<file path="config.mk">
export PLATFORM = sky130hd
export DESIGN_NAME = bit_timer
export DESIGN_NICKNAME = d
export VERILOG_FILES = /design/src/verilog/bit_pkg.sv /design/src/verilog/bit_rate_if.sv /design/src/verilog/bit_rate_gen.sv /design/src/verilog/bit_timer.sv
export SDC_FILE = /design/constraint.sdc
export NUM_CORES = 1
export LEC_CHECK = 0
export ABC_AREA = 1
export BUFFER_PORTS_ARGS = -buffer_cell sky130_fd_sc_hd__buf_4
export CAP_MARGIN = 20
export CORE_AREA = 2 2 153 155
export CTS_CLUSTER_SIZE = 12
export DETAILED_ROUTE_END_ITERATION = 6
export DIE_AREA = 0 0 155 157
export PLACE_DENSITY_LB_ADDON = 0.2
export SYNTH_ARGS = -nofsm -noshare
export SYNTH_HDL_FRONTEND = slang
export SYNTH_HIERARCHICAL = 1
export SYNTH_SLANG_ARGS = --single-unit
</file>
<file path="constraint.sdc">
create_clock -name clock -period 4.22 [get_ports clock]
set_clock_uncertainty 0.2 [all_clocks]
set_input_delay 0.844 -clock clock [delete_from_list [all_inputs] [get_ports clock]]
set_output_delay 0.844 -clock clock [all_outputs]
set_load 0.005 [all_outputs]
</file>
<file path="src/verilog/bit_pkg.sv">
// Purpose: shared constants and types for the baud and interval timer
// Assumes: the oscillator input is the system clock
// Notes: rate divisors count oscillator periods per 16x tick
package bit_pkg;
    localparam int CNT_W = 16;
    localparam int DIV_W = 13;
    localparam int IDX_W = 5;
    localparam int N_SEL = 4;
    localparam int BSRC_W = 2;
    localparam int MODE_TIMER_POS = 2;
    localparam int SRC_LO_POS = 0;
    localparam int SRC_W = 2;
    localparam logic [4:0] STD_RATES = 5'h1C;
    localparam logic [4:0] ALL_RATES = 5'h1F;
    localparam logic [15:0] CNT_WRAP = 16'hFF55;
    localparam logic [15:0] CNT_ONE = 16'h0001;
    localparam logic [15:0] CNT_ZERO = 16'h0000;
    localparam logic CT_OUT_RST = 1'h1;
    localparam logic READY_RST = 1'h0;
    localparam logic [3:0] CMD_TO_ON = 4'hA;
    localparam logic [3:0] CMD_TO_OFF = 4'hC;
    localparam logic [3:0] PRESCALE_TOP = 4'hF;

    typedef enum logic [1:0] {
        CT_SRC_EXT = 2'b00,
        CT_SRC_OSC = 2'b01,
        CT_SRC_OSC16 = 2'b10,
        CT_SRC_RSV = 2'b11
    } bit_ct_src_t;

    typedef enum logic [1:0] {
        BS_RATE = 2'b00,
        BS_CT = 2'b01,
        BS_EXT = 2'b10,
        BS_RSV = 2'b11
    } bit_baud_src_t;

    typedef enum logic [1:0] {
        ST_IDLE = 2'b00,
        ST_RUN = 2'b01,
        ST_RESTART = 2'b10
    } bit_state_t;

    // 28 standard rates, then three extended ones
    localparam logic [12:0] RATE_DIV [0:30] = '{
        13'h1200, 13'h0C00, 13'h082F, 13'h06B1, 13'h0600, 13'h0480, 13'h039A,
        13'h0300, 13'h0200, 13'h01CD, 13'h0180, 13'h0100, 13'h00E6, 13'h00DB,
        13'h00C0, 13'h0080, 13'h0073, 13'h0060, 13'h004D, 13'h0040, 13'h0030,
        13'h0026, 13'h0020, 13'h0018, 13'h0010, 13'h000C, 13'h0008, 13'h0006,
        13'h0004, 13'h0002, 13'h0001
    };

    function automatic logic rate_ok(input logic [4:0] idx, input logic ext);
        rate_ok = (idx < STD_RATES) || (ext && (idx < ALL_RATES));
    endfunction
endpackage

</file>
<file path="src/verilog/bit_rate_if.sv">
// Purpose: carries rate selections to the rate generator and its 16x ticks back
// Assumes: one selection field per clock selector
// Notes: none
`timescale 1ns/10ps
`default_nettype none
interface bit_rate_if;
    logic [bit_pkg::N_SEL*bit_pkg::IDX_W-1:0] rate_index;
    logic ext_rates;
    logic [bit_pkg::N_SEL-1:0] brg_tick;
    modport gen (input rate_index, input ext_rates, output brg_tick);
    modport user (output rate_index, output ext_rates, input brg_tick);
endinterface
`default_nettype wire

</file>
<file path="src/verilog/bit_rate_gen.sv">
// Purpose: standard and extended 16x rate ticks, one divider per selector
// Assumes: clock is the oscillator input
// Notes: a faster oscillator scales every rate by the same ratio
`timescale 1ns/10ps
`default_nettype none
module bit_rate_gen (
    input wire logic clock,
    input wire logic rst,
    input wire logic clk_en,
    bit_rate_if.gen rif
);
    genvar g;
    generate
        for (g = 0; g < bit_pkg::N_SEL; g++) begin : g_sel
            logic [bit_pkg::DIV_W-1:0] cnt_r;
            logic tick_r;
            wire logic [bit_pkg::IDX_W-1:0] idx;
            wire logic ok;
            wire logic hit;
            wire logic [bit_pkg::DIV_W-1:0] reload;
            assign idx = rif.rate_index[g*bit_pkg::IDX_W +: bit_pkg::IDX_W];
            assign ok = bit_pkg::rate_ok(idx, rif.ext_rates); // [RULE14] [RULE15]
            assign hit = ok && (cnt_r == '0);
            // divisor is in oscillator periods: rates follow the input [RULE17]
            assign reload = ok ? bit_pkg::RATE_DIV[idx] - 13'h0001 : '0;
            always_ff @(posedge clock or posedge rst) begin
                if (rst) begin
                    cnt_r <= '0;
                    tick_r <= 1'b0;
                end else if (clk_en) begin
                    // a shorter rate takes effect at once instead of draining the old count
                    cnt_r <= (hit || !ok || cnt_r > reload) ? reload : cnt_r - 13'h0001;
                    tick_r <= hit; // [RULE16]
                end
            end
            assign rif.brg_tick[g] = tick_r;

        end
    endgenerate
endmodule
`default_nettype wire

</file>
<file path="src/verilog/bit_timer.sv">
// Purpose: rate generator, four clock selectors and 16-bit counter/timer
// Assumes: all inputs synchronous to clock; commands are one-cycle pulses
// Notes: register values arrive as plain ports, no bus
// How it works
// RULE1: 16-bit divider runs as counter, timer or time-out using the divisor bytes.
// RULE2: mode select bits pick the divider clock source and counter or timer.
// RULE3: ready flag sets whenever the divider output falls from 1 to 0.
// RULE4: start and stop arrive as read strobes; no data involved.
// RULE5: start always copies the divisor bytes into the working count; the code ignores start in time-out mode.
// RULE6: stop always clears the ready flag; the code ignores stop in time-out mode, and a same-cycle set wins.
// RULE7: timer mode gives a square wave, half period equal to divisor ticks.
// RULE8: timer mode keeps running and setting ready despite stop.
// RULE9: count readback in timer mode carries no meaning.
// RULE10: divider as baud source means 16x sampling; software picks divisor.
// RULE11: counter mode counts to zero, then sets ready and drops output.
// RULE12: after zero, counter wraps to fixed value and counts on silently.
// RULE13: counter mode readback shows the live count.
// RULE14: rate generator offers 28 standard rates from the oscillator.
// RULE15: extended rate enable adds three more rates for both channels.
// RULE16: rate generator ticks at sixteen times the baud rate.
// RULE17: rates scale with the oscillator frequency.
// RULE18: four selectors choose rate generator, divider or external timing.
// RULE19: divider output is a baud source and can drive an output pin.
// RULE20: channel command 0xA enables time-out mode, 0xC disables it.
// RULE21: time-out: received character restarts divider next tick, clearing ready.
// RULE22: after reset divider idles, output high, ready clear.
`timescale 1ns/10ps
`default_nettype none
module bit_timer (
    input wire logic clock,
    input wire logic rst,
    input wire logic clk_en,
    input wire logic [7:0] divisor_low_byte,
    input wire logic [7:0] divisor_high_byte,
    input wire logic [2:0] ct_mode_sel,
    input wire logic ct_ext_clk,
    input wire logic start_cmd,
    input wire logic stop_cmd,
    input wire logic channel_a_cmd_wr,
    input wire logic [3:0] channel_a_cmd,
    input wire logic channel_b_cmd_wr,
    input wire logic [3:0] channel_b_cmd,
    input wire logic rx_fifo_load_a,
    input wire logic rx_fifo_load_b,
    input wire logic ext_rates_en,
    input wire logic [19:0] rate_index,
    input wire logic [7:0] baud_src,
    input wire logic [3:0] ext_timing,
    input wire logic ct_route_en,
    output logic [3:0] baud_tick,
    output logic ct_out,
    output logic ct_pin_out,
    output logic ready_flag,
    output logic [15:0] count_value,
    output logic timeout_mode
);
    bit_rate_if rif ();

    bit_pkg::bit_state_t state_r;
    bit_pkg::bit_state_t state_nxt;
    logic [15:0] count_r;
    logic [15:0] count_nxt;
    logic out_r;
    logic out_nxt;
    logic ready_r;
    logic to_en_r;
    logic ext_d_r;
    logic [3:0] pre_r;
    logic [3:0] ext_t_d_r;
    logic [3:0] tick_r;
    logic pin_r;
    logic ever_r;

    assign rif.rate_index = rate_index;
    assign rif.ext_rates = ext_rates_en;

    bit_rate_gen u_rate (
        .clock(clock),
        .rst(rst),
        .clk_en(clk_en),
        .rif(rif)
    );

    // mode decode; time-out forces counter behaviour
    wire logic [15:0] divisor = {divisor_high_byte, divisor_low_byte}; // [RULE1]
    wire logic timer_mode = ct_mode_sel[bit_pkg::MODE_TIMER_POS] && !to_en_r; // [RULE2]
    wire bit_pkg::bit_ct_src_t ct_src =
        bit_pkg::bit_ct_src_t'(ct_mode_sel[bit_pkg::SRC_LO_POS +: bit_pkg::SRC_W]);

    // divider clock enable from the chosen source
    wire logic ext_rise = ct_ext_clk && !ext_d_r;
    wire logic pre_hit = (pre_r == bit_pkg::PRESCALE_TOP);
    wire logic ct_tick = (ct_src == bit_pkg::CT_SRC_EXT) ? ext_rise :
                         (ct_src == bit_pkg::CT_SRC_OSC16) ? pre_hit : 1'b1; // [RULE2]

    // command decode
    wire logic to_on = (channel_a_cmd_wr && channel_a_cmd == bit_pkg::CMD_TO_ON) ||
                       (channel_b_cmd_wr && channel_b_cmd == bit_pkg::CMD_TO_ON);
    wire logic to_off = (channel_a_cmd_wr && channel_a_cmd == bit_pkg::CMD_TO_OFF) ||
                        (channel_b_cmd_wr && channel_b_cmd == bit_pkg::CMD_TO_OFF);
    // time-out mode swallows the plain start and stop strobes
    wire logic start_ok = start_cmd && !to_en_r; // [RULE4]
    wire logic stop_ok = stop_cmd && !to_en_r; // [RULE4]
    wire logic rx_load = (rx_fifo_load_a || rx_fifo_load_b) && to_en_r;
    wire logic restart_now = (state_r == bit_pkg::ST_RESTART) && ct_tick;
    wire logic at_one = (count_r == bit_pkg::CNT_ONE);
    wire logic at_zero = (count_r == bit_pkg::CNT_ZERO);

    always_comb begin
        state_nxt = state_r;
        count_nxt = count_r;
        out_nxt = out_r;
        unique case (state_r)
            bit_pkg::ST_IDLE: begin
                if (start_ok) begin
                    count_nxt = divisor; // [RULE5]
                    out_nxt = 1'b1;
                    state_nxt = bit_pkg::ST_RUN;
                end
            end
            bit_pkg::ST_RUN: begin
                if (start_ok) begin
                    count_nxt = divisor; // [RULE5]
                    out_nxt = 1'b1;
                end else if (stop_ok && !timer_mode) begin
                    state_nxt = bit_pkg::ST_IDLE; // [RULE8]
                end else if (ct_tick && timer_mode) begin
                    if (at_one) begin
                        count_nxt = divisor; // [RULE7]
                        out_nxt = !out_r;
                    end else begin
                        count_nxt = count_r - bit_pkg::CNT_ONE;
                    end
                end else if (ct_tick) begin
                    if (at_zero) begin
                        count_nxt = bit_pkg::CNT_WRAP; // [RULE12]
                    end else begin
                        count_nxt = count_r - bit_pkg::CNT_ONE;
                        if (at_one) begin
                            out_nxt = 1'b0; // [RULE11]
                        end
                    end
                end
            end
            bit_pkg::ST_RESTART: begin
                if (ct_tick) begin
                    count_nxt = divisor; // [RULE21]
                    out_nxt = 1'b1;
                    state_nxt = bit_pkg::ST_RUN;
                end
            end
            default: begin
                state_nxt = bit_pkg::ST_IDLE;
            end
        endcase
        // received character stops the count until the next divider tick
        if (rx_load) begin
            state_nxt = bit_pkg::ST_RESTART; // [RULE21]
        end
        // entering time-out mode halts until the first character
        if (to_on) begin
            state_nxt = bit_pkg::ST_IDLE; // [RULE20]
            out_nxt = 1'b1;
        end
    end

    // falling output sets ready; set wins over any clear in the same cycle
    wire logic ready_set = out_r && !out_nxt; // [RULE3] [RULE8] [RULE11]
    wire logic ready_clr = stop_ok || to_on || restart_now; // [RULE6]
    wire logic ready_nxt = ready_set || (ready_r && !ready_clr);
    wire logic to_nxt = to_on ? 1'b1 : to_off ? 1'b0 : to_en_r; // [RULE20]
    wire logic ct_rise = out_nxt && !out_r;

    always_ff @(posedge clock or posedge rst) begin
        if (rst) begin
            state_r <= bit_pkg::ST_IDLE; // [RULE22]
            count_r <= bit_pkg::CNT_ZERO;
            out_r <= bit_pkg::CT_OUT_RST;
            ready_r <= bit_pkg::READY_RST;
            to_en_r <= 1'b0;
        end else if (clk_en) begin
            state_r <= state_nxt;
            count_r <= count_nxt;
            out_r <= out_nxt;
            ready_r <= ready_nxt;
            to_en_r <= to_nxt;
        end
    end

    always_ff @(posedge clock or posedge rst) begin
        if (rst) begin
            ext_d_r <= 1'b0;
            pre_r <= 4'h0;
            ext_t_d_r <= 4'h0;
            ever_r <= 1'b0;
        end else if (clk_en) begin
            ext_d_r <= ct_ext_clk;
            pre_r <= pre_r + 4'h1;
            ext_t_d_r <= ext_timing;
            ever_r <= ever_r || start_ok || rx_load;
        end
    end

    // per-selector source choice
    function automatic logic pick_tick(input logic [1:0] src, input logic rate_generator,
                                       input logic ct, input logic ext);
        unique case (bit_pkg::bit_baud_src_t'(src))
            bit_pkg::BS_CT: pick_tick = ct;
            bit_pkg::BS_EXT: pick_tick = ext;
            bit_pkg::BS_RATE, bit_pkg::BS_RSV: pick_tick = rate_generator;
        endcase
    endfunction

    genvar g;
    generate
        for (g = 0; g < bit_pkg::N_SEL; g++) begin : g_sel
            wire logic ext_edge = ext_timing[g] && !ext_t_d_r[g];
            // divider period is one 16x tick when picked as baud clock
            wire logic pick = pick_tick(baud_src[g*bit_pkg::BSRC_W +: bit_pkg::BSRC_W],
                                        rif.brg_tick[g], ct_rise, ext_edge); // [RULE18] [RULE10]
            always_ff @(posedge clock or posedge rst) begin
                if (rst) begin
                    tick_r[g] <= 1'b0;
                end else if (clk_en) begin
                    tick_r[g] <= pick;
                end
            end

        end
    endgenerate

    // pin idles high when the divider is not routed to it
    always_ff @(posedge clock or posedge rst) begin
        if (rst) begin
            pin_r <= 1'b1;
        end else if (clk_en) begin
            pin_r <= ct_route_en ? out_nxt : 1'b1; // [RULE19]
        end
    end

    assign baud_tick = tick_r;
    assign ct_out = out_r;
    assign ct_pin_out = pin_r;
    assign ready_flag = ready_r;
    // live count; not meaningful in timer mode
    assign count_value = count_r; // [RULE13] [RULE9]
    assign timeout_mode = to_en_r;
endmodule
`default_nettype wire

</file>
======== Yosys cells after proc, flatten, opt, wreduce, memory -nomap -nowiden ========
Memory sizes are Yosys's and may differ from the RTL's.
Index checks and enable logic that the tools add are counted.
cells by class
  add/sub/neg operators ................... 10
  order comparisons ....................... 16
  equality and inequality tests ........... 29
  multiplexer cells ....................... 52
  bitwise gates (word level) .............. 4
  reduce and logical (&&, ||, !) cells .... 79
operator list
  operator                                               number
  two-way mux 13 bit                                     16
  two-way mux 16 bit                                     8
  subtractor 13 x 1 -> 13 bit (second input constant)    8
  > comparator 13 bit                                    4
  logical NOT 13 bit                                     4
  case mux 16 bit (3 select lines)                       1
  < comparator 5 bit (second input constant)             8
  logical AND 1 bit                                      27
  >= comparator 6 bit (second input constant)            4
  inverter 5 -> 6 bit                                    4
  equality test 2 bit (second input constant)            10
  equality test 4 bit (second input constant)            5
  != test 4 bit (second input constant)                  5
  logical OR 1 bit                                       18
  equality test 16 x 1 -> 1 bit (second input constant)  1
  logical NOT 16 bit                                     1
  subtractor 16 x 1 -> 16 bit (second input constant)    1
  two-way mux 1 bit                                      15
  case mux 1 bit (3 select lines)                        5
  logical NOT 1 bit                                      14
  logical NOT 2 bit                                      6
  two-way mux 2 bit                                      6
  equality test 2 x 1 -> 1 bit (second input constant)   5
  OR reduction 2 bit                                     4
  other kinds (9)                                        10
word-level totals
  register bits ........................... 91
  bits in read-only memories .............. 1664
  input port bits ......................... 71
  output and inout port bits .............. 24
  logic and storage cells ................. 215
  memories kept ........................... 4
memory list
  name             words  width  read ports  clocked after memory_dff  wr ports  RTL line            text
  (no name shown)  32     13     1           0                         0         bit_rate_gen.sv:25  assign reload = ok ? bit_pkg::RATE_DIV[idx] - 13'h0001 : '0;
  (no name shown)  32     13     1           0                         0         bit_rate_gen.sv:25
  (no name shown)  32     13     1           0                         0         bit_rate_gen.sv:25
  (no name shown)  32     13     1           0                         0         bit_rate_gen.sv:25

======== Logic depth before layout (Yosys ltp) ========
  word-level depth ........................ 12
  mapped depth ............................ 29
  mapped depth without buffers ............ 29

======== Modules after synthesis ========
Netlist, hierarchy kept.
modules (own cells, without submodules)
  module        instances  cells each  area an instance (um^2)  sequential area each (um^2)
  bit_rate_gen  1          1435        8607.0                   1401.3
  bit_timer     1          380         2640.0                   878.3

======== Worst setup path before layout ========
OpenSTA, ideal clock, no wires.
  path type ............................... input-to-reg
  start ................................... input rate_index[15]
  end ..................................... register u_rate/g_sel[3].cnt_r[2] in the netlist's numbering
  setup time .............................. 0.121 ns
  arrival time ............................ 3.634 ns
  data required time ...................... 3.899 ns
  slack ................................... 0.265 ns
  cell stages on the path ................. 24
  path buffers ............................ 1
  path through ............................ inv_1 -> ha_1 -> nand2_1 -> nand2_1 -> nand3_1 -> nand3_1 -> inv_1 -> ha_1 -> inv_1 -> nand2_1 -> nand3_1 -> nor2_1 -> nand2_1 -> nand2_1 -> nand3_2 -> ha_1 -> nand2_1 -> nor4_1 -> nand4_1 -> nand2_1 -> nand2_2 -> buf_4 -> nor2_1 -> o21ai_1
between the ends
  cells in the longest elaborated chain, start to end .. 9
  elaborated cells on any way between the ends .. 16
  those cells by class .................... add/sub (1); order compare (3); mux (4); bitwise (1); reduce/logical (6); memory (1)
RTL lines
  element                                                 RTL line            text
  from (decl)                                             bit_timer.sv:46     input wire logic [19:0] rate_index,
  inverter 5 -> 6 bit (not written as such)               bit_rate_gen.sv:25
  memory read (32 x 13 bit)                               n/a
  two-way mux 13 bit (not written as such) (2 in series)  bit_rate_gen.sv:25
  subtractor 13 x 1 -> 13 bit                             bit_rate_gen.sv:25
  two-way mux 13 bit                                      bit_rate_gen.sv:25
  > comparator 13 bit                                     bit_rate_gen.sv:32  cnt_r <= (hit || !ok || cnt_r > reload) ? reload : cnt_r - 13'h0001;
  logical OR 1 bit                                        bit_rate_gen.sv:32
  two-way mux 13 bit *                                    bit_rate_gen.sv:32
  to (signal assigned)                                    bit_rate_gen.sv:32
  to (decl)                                               bit_rate_gen.sv:15  logic [bit_pkg::DIV_W-1:0] cnt_r;
Every way passes the cells marked *; elsewhere a longest branch is shown, timed or not. The select of a mux whose other input is x is not followed.
A chain may end at the register's enable or synchronous reset.

======== Worst setup path after layout ========
  start ................................... input rate_index[1]
  end ..................................... register u_rate/g_sel[0].cnt_r[1] in the netlist's numbering
between the ends
  cells in the longest elaborated chain, start to end .. 9
  elaborated cells on any way between the ends .. 16
  those cells by class .................... add/sub (1); order compare (3); mux (4); bitwise (1); reduce/logical (6); memory (1)
RTL lines
  element                                                 RTL line
  inverter 5 -> 6 bit (not written as such)               bit_rate_gen.sv:25
  memory read (32 x 13 bit)                               n/a
  two-way mux 13 bit (not written as such) (2 in series)  bit_rate_gen.sv:25
  subtractor 13 x 1 -> 13 bit                             bit_rate_gen.sv:25
  two-way mux 13 bit                                      bit_rate_gen.sv:25
  > comparator 13 bit                                     bit_rate_gen.sv:32
  logical OR 1 bit                                        bit_rate_gen.sv:32
  two-way mux 13 bit *                                    bit_rate_gen.sv:32
  to (signal assigned)                                    bit_rate_gen.sv:32
  to (decl)                                               bit_rate_gen.sv:15
Marked as above.

==> impl_metrics.tcl <==
set metrics [dict create \
    outcome "finished, final reports clean" \
    wl_mm 29.1 \
    cp-end-kind "register" \
    via_per_inst 5.27 \
    dieArea_sq_um 24300 \
    layout-drive-gt1-share_pct 17.8 \
    comb_power_share_pct 61.3 \
    core-area_sq_um 22500 \
    clk_pin_slew_worst_paths_ns 0.07 \
    use_met3_pct 2.75 \
    port_buffers 94 \
    synthesis.area_sq_um 11200 \
    die_w_um 155 \
    reg2reg_slack_ns 1.88 \
    synth_top_cell_area_share_pct 19.8 \
    ys_ff_latch 91 \
    async_flop_share_pct 100 \
    synth_compound_area_share_pct 11.8 \
    grt.overflow.total 0 \
    ys_top_cells_by_area "dfrtp_1 20%, nand2_1 19%, ha_1 12%, nand3_1 7.9%, inv_1 7.0%" \
    syn_avg_cell_area_sq_um 6.20 \
    dieHeight_um 157 \
    ctsLongestPathBuffers 2 \
    synth_top_family_by_area "simple AND/OR/NAND/NOR gates" \
    final_cell_mix "553 x nand2_1, 207 x inv_1, 200 x buf_4, 177 x nand3_1, 176 x nor2_1" \
    critical_path.max_fanout 9 \
    area_growth_pct 16.8 \
    ys.flop_type "dfrtp_1" \
    pwr-share-seq_pct 26.5 \
    fin_crit_ns 3.94 \
    met1_usage_pct 30.3 \
    synth_edf_count 0 \
    clockPowerShare_pct 12.2 \
    grt_max_degree 75 \
    initial_utilization_pct 50.0 \
    clock_latency_ns 0.36 \
    clock-sinks 91 \
    drc 0 \
    grt_use_total_pct 23.5 \
    hp-class "register to register" \
    crit_start "rate_index[1]" \
    antenna_found_initial 0 \
    cts-buffers-inserted 9 \
    slew_violations 0 \
    synthCells 1815 \
    crit_required_ns 4.29 \
    pre_cts_ws_ns -0.248 \
    reg2reg_depth 9 \
    final_common_cell "nand2_1" \
    synth_cell_type_count 50 \
    final-setup-viol-count 0 \
    wl_per_cell_um 12.9 \
    setup_slack_ns 0.282 \
    worstSetupStartpointType "input pin" \
    swShare_pct 49.0 \
    syn-num-nets 1991 \
    critPathKind "input pin to register" \
    rows 55 \
    reg2reg_from "u_rate/g_sel[3].cnt_r[0]$_DFFE_PP0P_" \
    drv_cap 0 \
    worst_pin_slew_ns 0.890 \
    place_congestion 0.931 \
    synth_adder_area_share_pct 11.7 \
    synth_xor_area_share_pct 3.50 \
    cts_root_buf "clkbuf_16" \
    synth_mux_area_share_pct 0 \
    cts_max_level 3 \
    yosys_warnings 6 \
    yosysTopAreaCell "dfrtp_1" \
    layout.nets 2152 \
    hold_viol_final 0 \
    min_period_over_period_pct 93.3 \
    busiest_layer "met2" \
    n_antenna_cell 0 \
    dr.pass1.iters 7 \
    p_sw_mw 3.13 \
    rsz0062_at_grt "no" \
    fmax_mhz 254 \
    p_int_mw 3.26 \
    pwr_density_cell_nw_per_um2 487 \
    grt_pass1_vias 10800 \
    relSlewSlack_pct 40.6 \
    vdd_drop_max_mv 0.291 \
    ant_nets 0 \
    crit_end "u_rate/g_sel[0].cnt_r[1]$_DFFE_PP0P_" \
    power_mw 6.39 \
    cts_tree "built" \
    r2r_end "u_rate/g_sel[3].cnt_r[7]$_DFFE_PP0P_" \
    whs_ns 0.272 \
    vias 11900 \
    grt_pass1_wl_mm 48.4 \
    postLayoutCoreUtil_pct 58.4 \
    drtIter0Drc 728 \
    place_hpwl_mm 22.8 \
    synthSimpleGateAreaFrac_pct 41.7 \
    seq_area_frac_synth_pct 20.3 \
    io-pin-count 95 \
    use_met2_pct 42.7 \
    p_leak_nw 7.07 \
    arrival_ns 4.01 \
]
## cell families after synthesis
group	count (synthesis)
AND/OR/NAND/NOR	1058
flip-flops	91
adder cells (fa/ha/maj)	105
buffers and inverters	288
XOR/XNOR	45
AO/OA/AOI/OAI	228
## metrics by stage
stage	cells	setup TNS (ns)	area (sq um)
2_1_floorplan	1815	0	11200
3_5_place_dp	2247	-5.73	12700
3_3_place_gp	2247	-2.08	12700
4_1_cts	2263	0	13000
5_1_grt	2266	0	13100
6_report	2266	0	13100
## power groups by stage
stage	registers [mW]	clock network, mW	logic, mW
after floorplan	1.58	0	2.78
after global placement	1.70	0	3.67
after detailed placement	1.69	0	3.76
after CTS	1.68	0.797	3.78
after global routing	1.75	0.826	4.48
final	1.69	0.780	3.92
## critical path, stage by stage
cell and delay, ns:
buf_4 0.10, inv_1 0.09, ha_1 0.19, nand2_1 0.08, nand2_1 0.06, nand2_1 0.11
nand2_2 0.08, nor2_4 0.09, ha_2 0.18, inv_1 0.06, nand2_2 0.08, nand3_4 0.10
nor2_4 0.17, nand2_1 0.07, nand2_1 0.08, nand3_1 0.08, ha_1 0.34, nand2_2 0.09
nor4_2 0.27, nand3b_1 0.13, nand2_2 0.11, nand2_4 0.08, buf_6 0.15, or2_1 0.20
a31oi_1 0.18
## synth_stat cells, drive strengths merged (15+ instances only)
cell and n:
nand2 582, ha 105, a21oi 71, nor2 209
nand4 29, xor2 30, buf 42, inv 231
o21ai 118, nand3 189, xnor2 15, nor3 26
dfrtp 89
## metal layers
layer | vias to the layer above | wire length, um | share of wire, %
met5 | - | 0 | 0
met3 | 27 | 1310 | 4.5
met1 | 5447 | 13600 | 47
li1 | 6182 | - | -
met4 | 0 | 304 | 1.0
met2 | 281 | 14000 | 48
## repair_timing
item,CTS,global route
gates resized for setup,0,30
buffers inserted,0,1
setup endpoints to repair,0,51
hold buffers,0,0
## area by class of cell
cell class,instances,area (sq um)
clock inverters,6,51.3
inverters,235,895
repair buffers,201,1510
well taps,285,357
fillers,2179,9360
multi-input cells,1438,7820
clock buffers,10,229
flip-flops and latches,91,2280
## worst min-delay path by stage
stage / from / end / slack, ns / cells after the start
2_1_floorplan: pre_r[3]$_DFFE_PP0P_ / pre_r[3]$_DFFE_PP0P_ / 0.25 / 1
3_3_place_gp: pre_r[3]$_DFFE_PP0P_ / pre_r[3]$_DFFE_PP0P_ / 0.26 / 1
3_5_place_dp: pre_r[3]$_DFFE_PP0P_ / pre_r[3]$_DFFE_PP0P_ / 0.26 / 1
4_1_cts: pre_r[3]$_DFFE_PP0P_ / pre_r[3]$_DFFE_PP0P_ / 0.28 / 1
5_1_grt: pre_r[3]$_DFFE_PP0P_ / pre_r[3]$_DFFE_PP0P_ / 0.29 / 1
6_report: pre_r[3]$_DFFE_PP0P_ / pre_r[3]$_DFFE_PP0P_ / 0.27 / 1
## state kept, by name, summed over array words and instances, names as in the netlist
| name | count |
|---|---|
| ready_flag | 1 |
| state_r | 2 |
| u_rate/g_sel.cnt_r | 52 |
| u_rate/g_sel.tick_r | 4 |
| baud_tick | 4 |
| ct_pin_out | 1 |
| pre_r | 4 |
| ext_t_d_r | 4 |
| ct_out | 1 |
| timeout_mode | 1 |
| count_value | 16 |
| ext_d_r | 1 |
(Power assumes the default switching activity.)
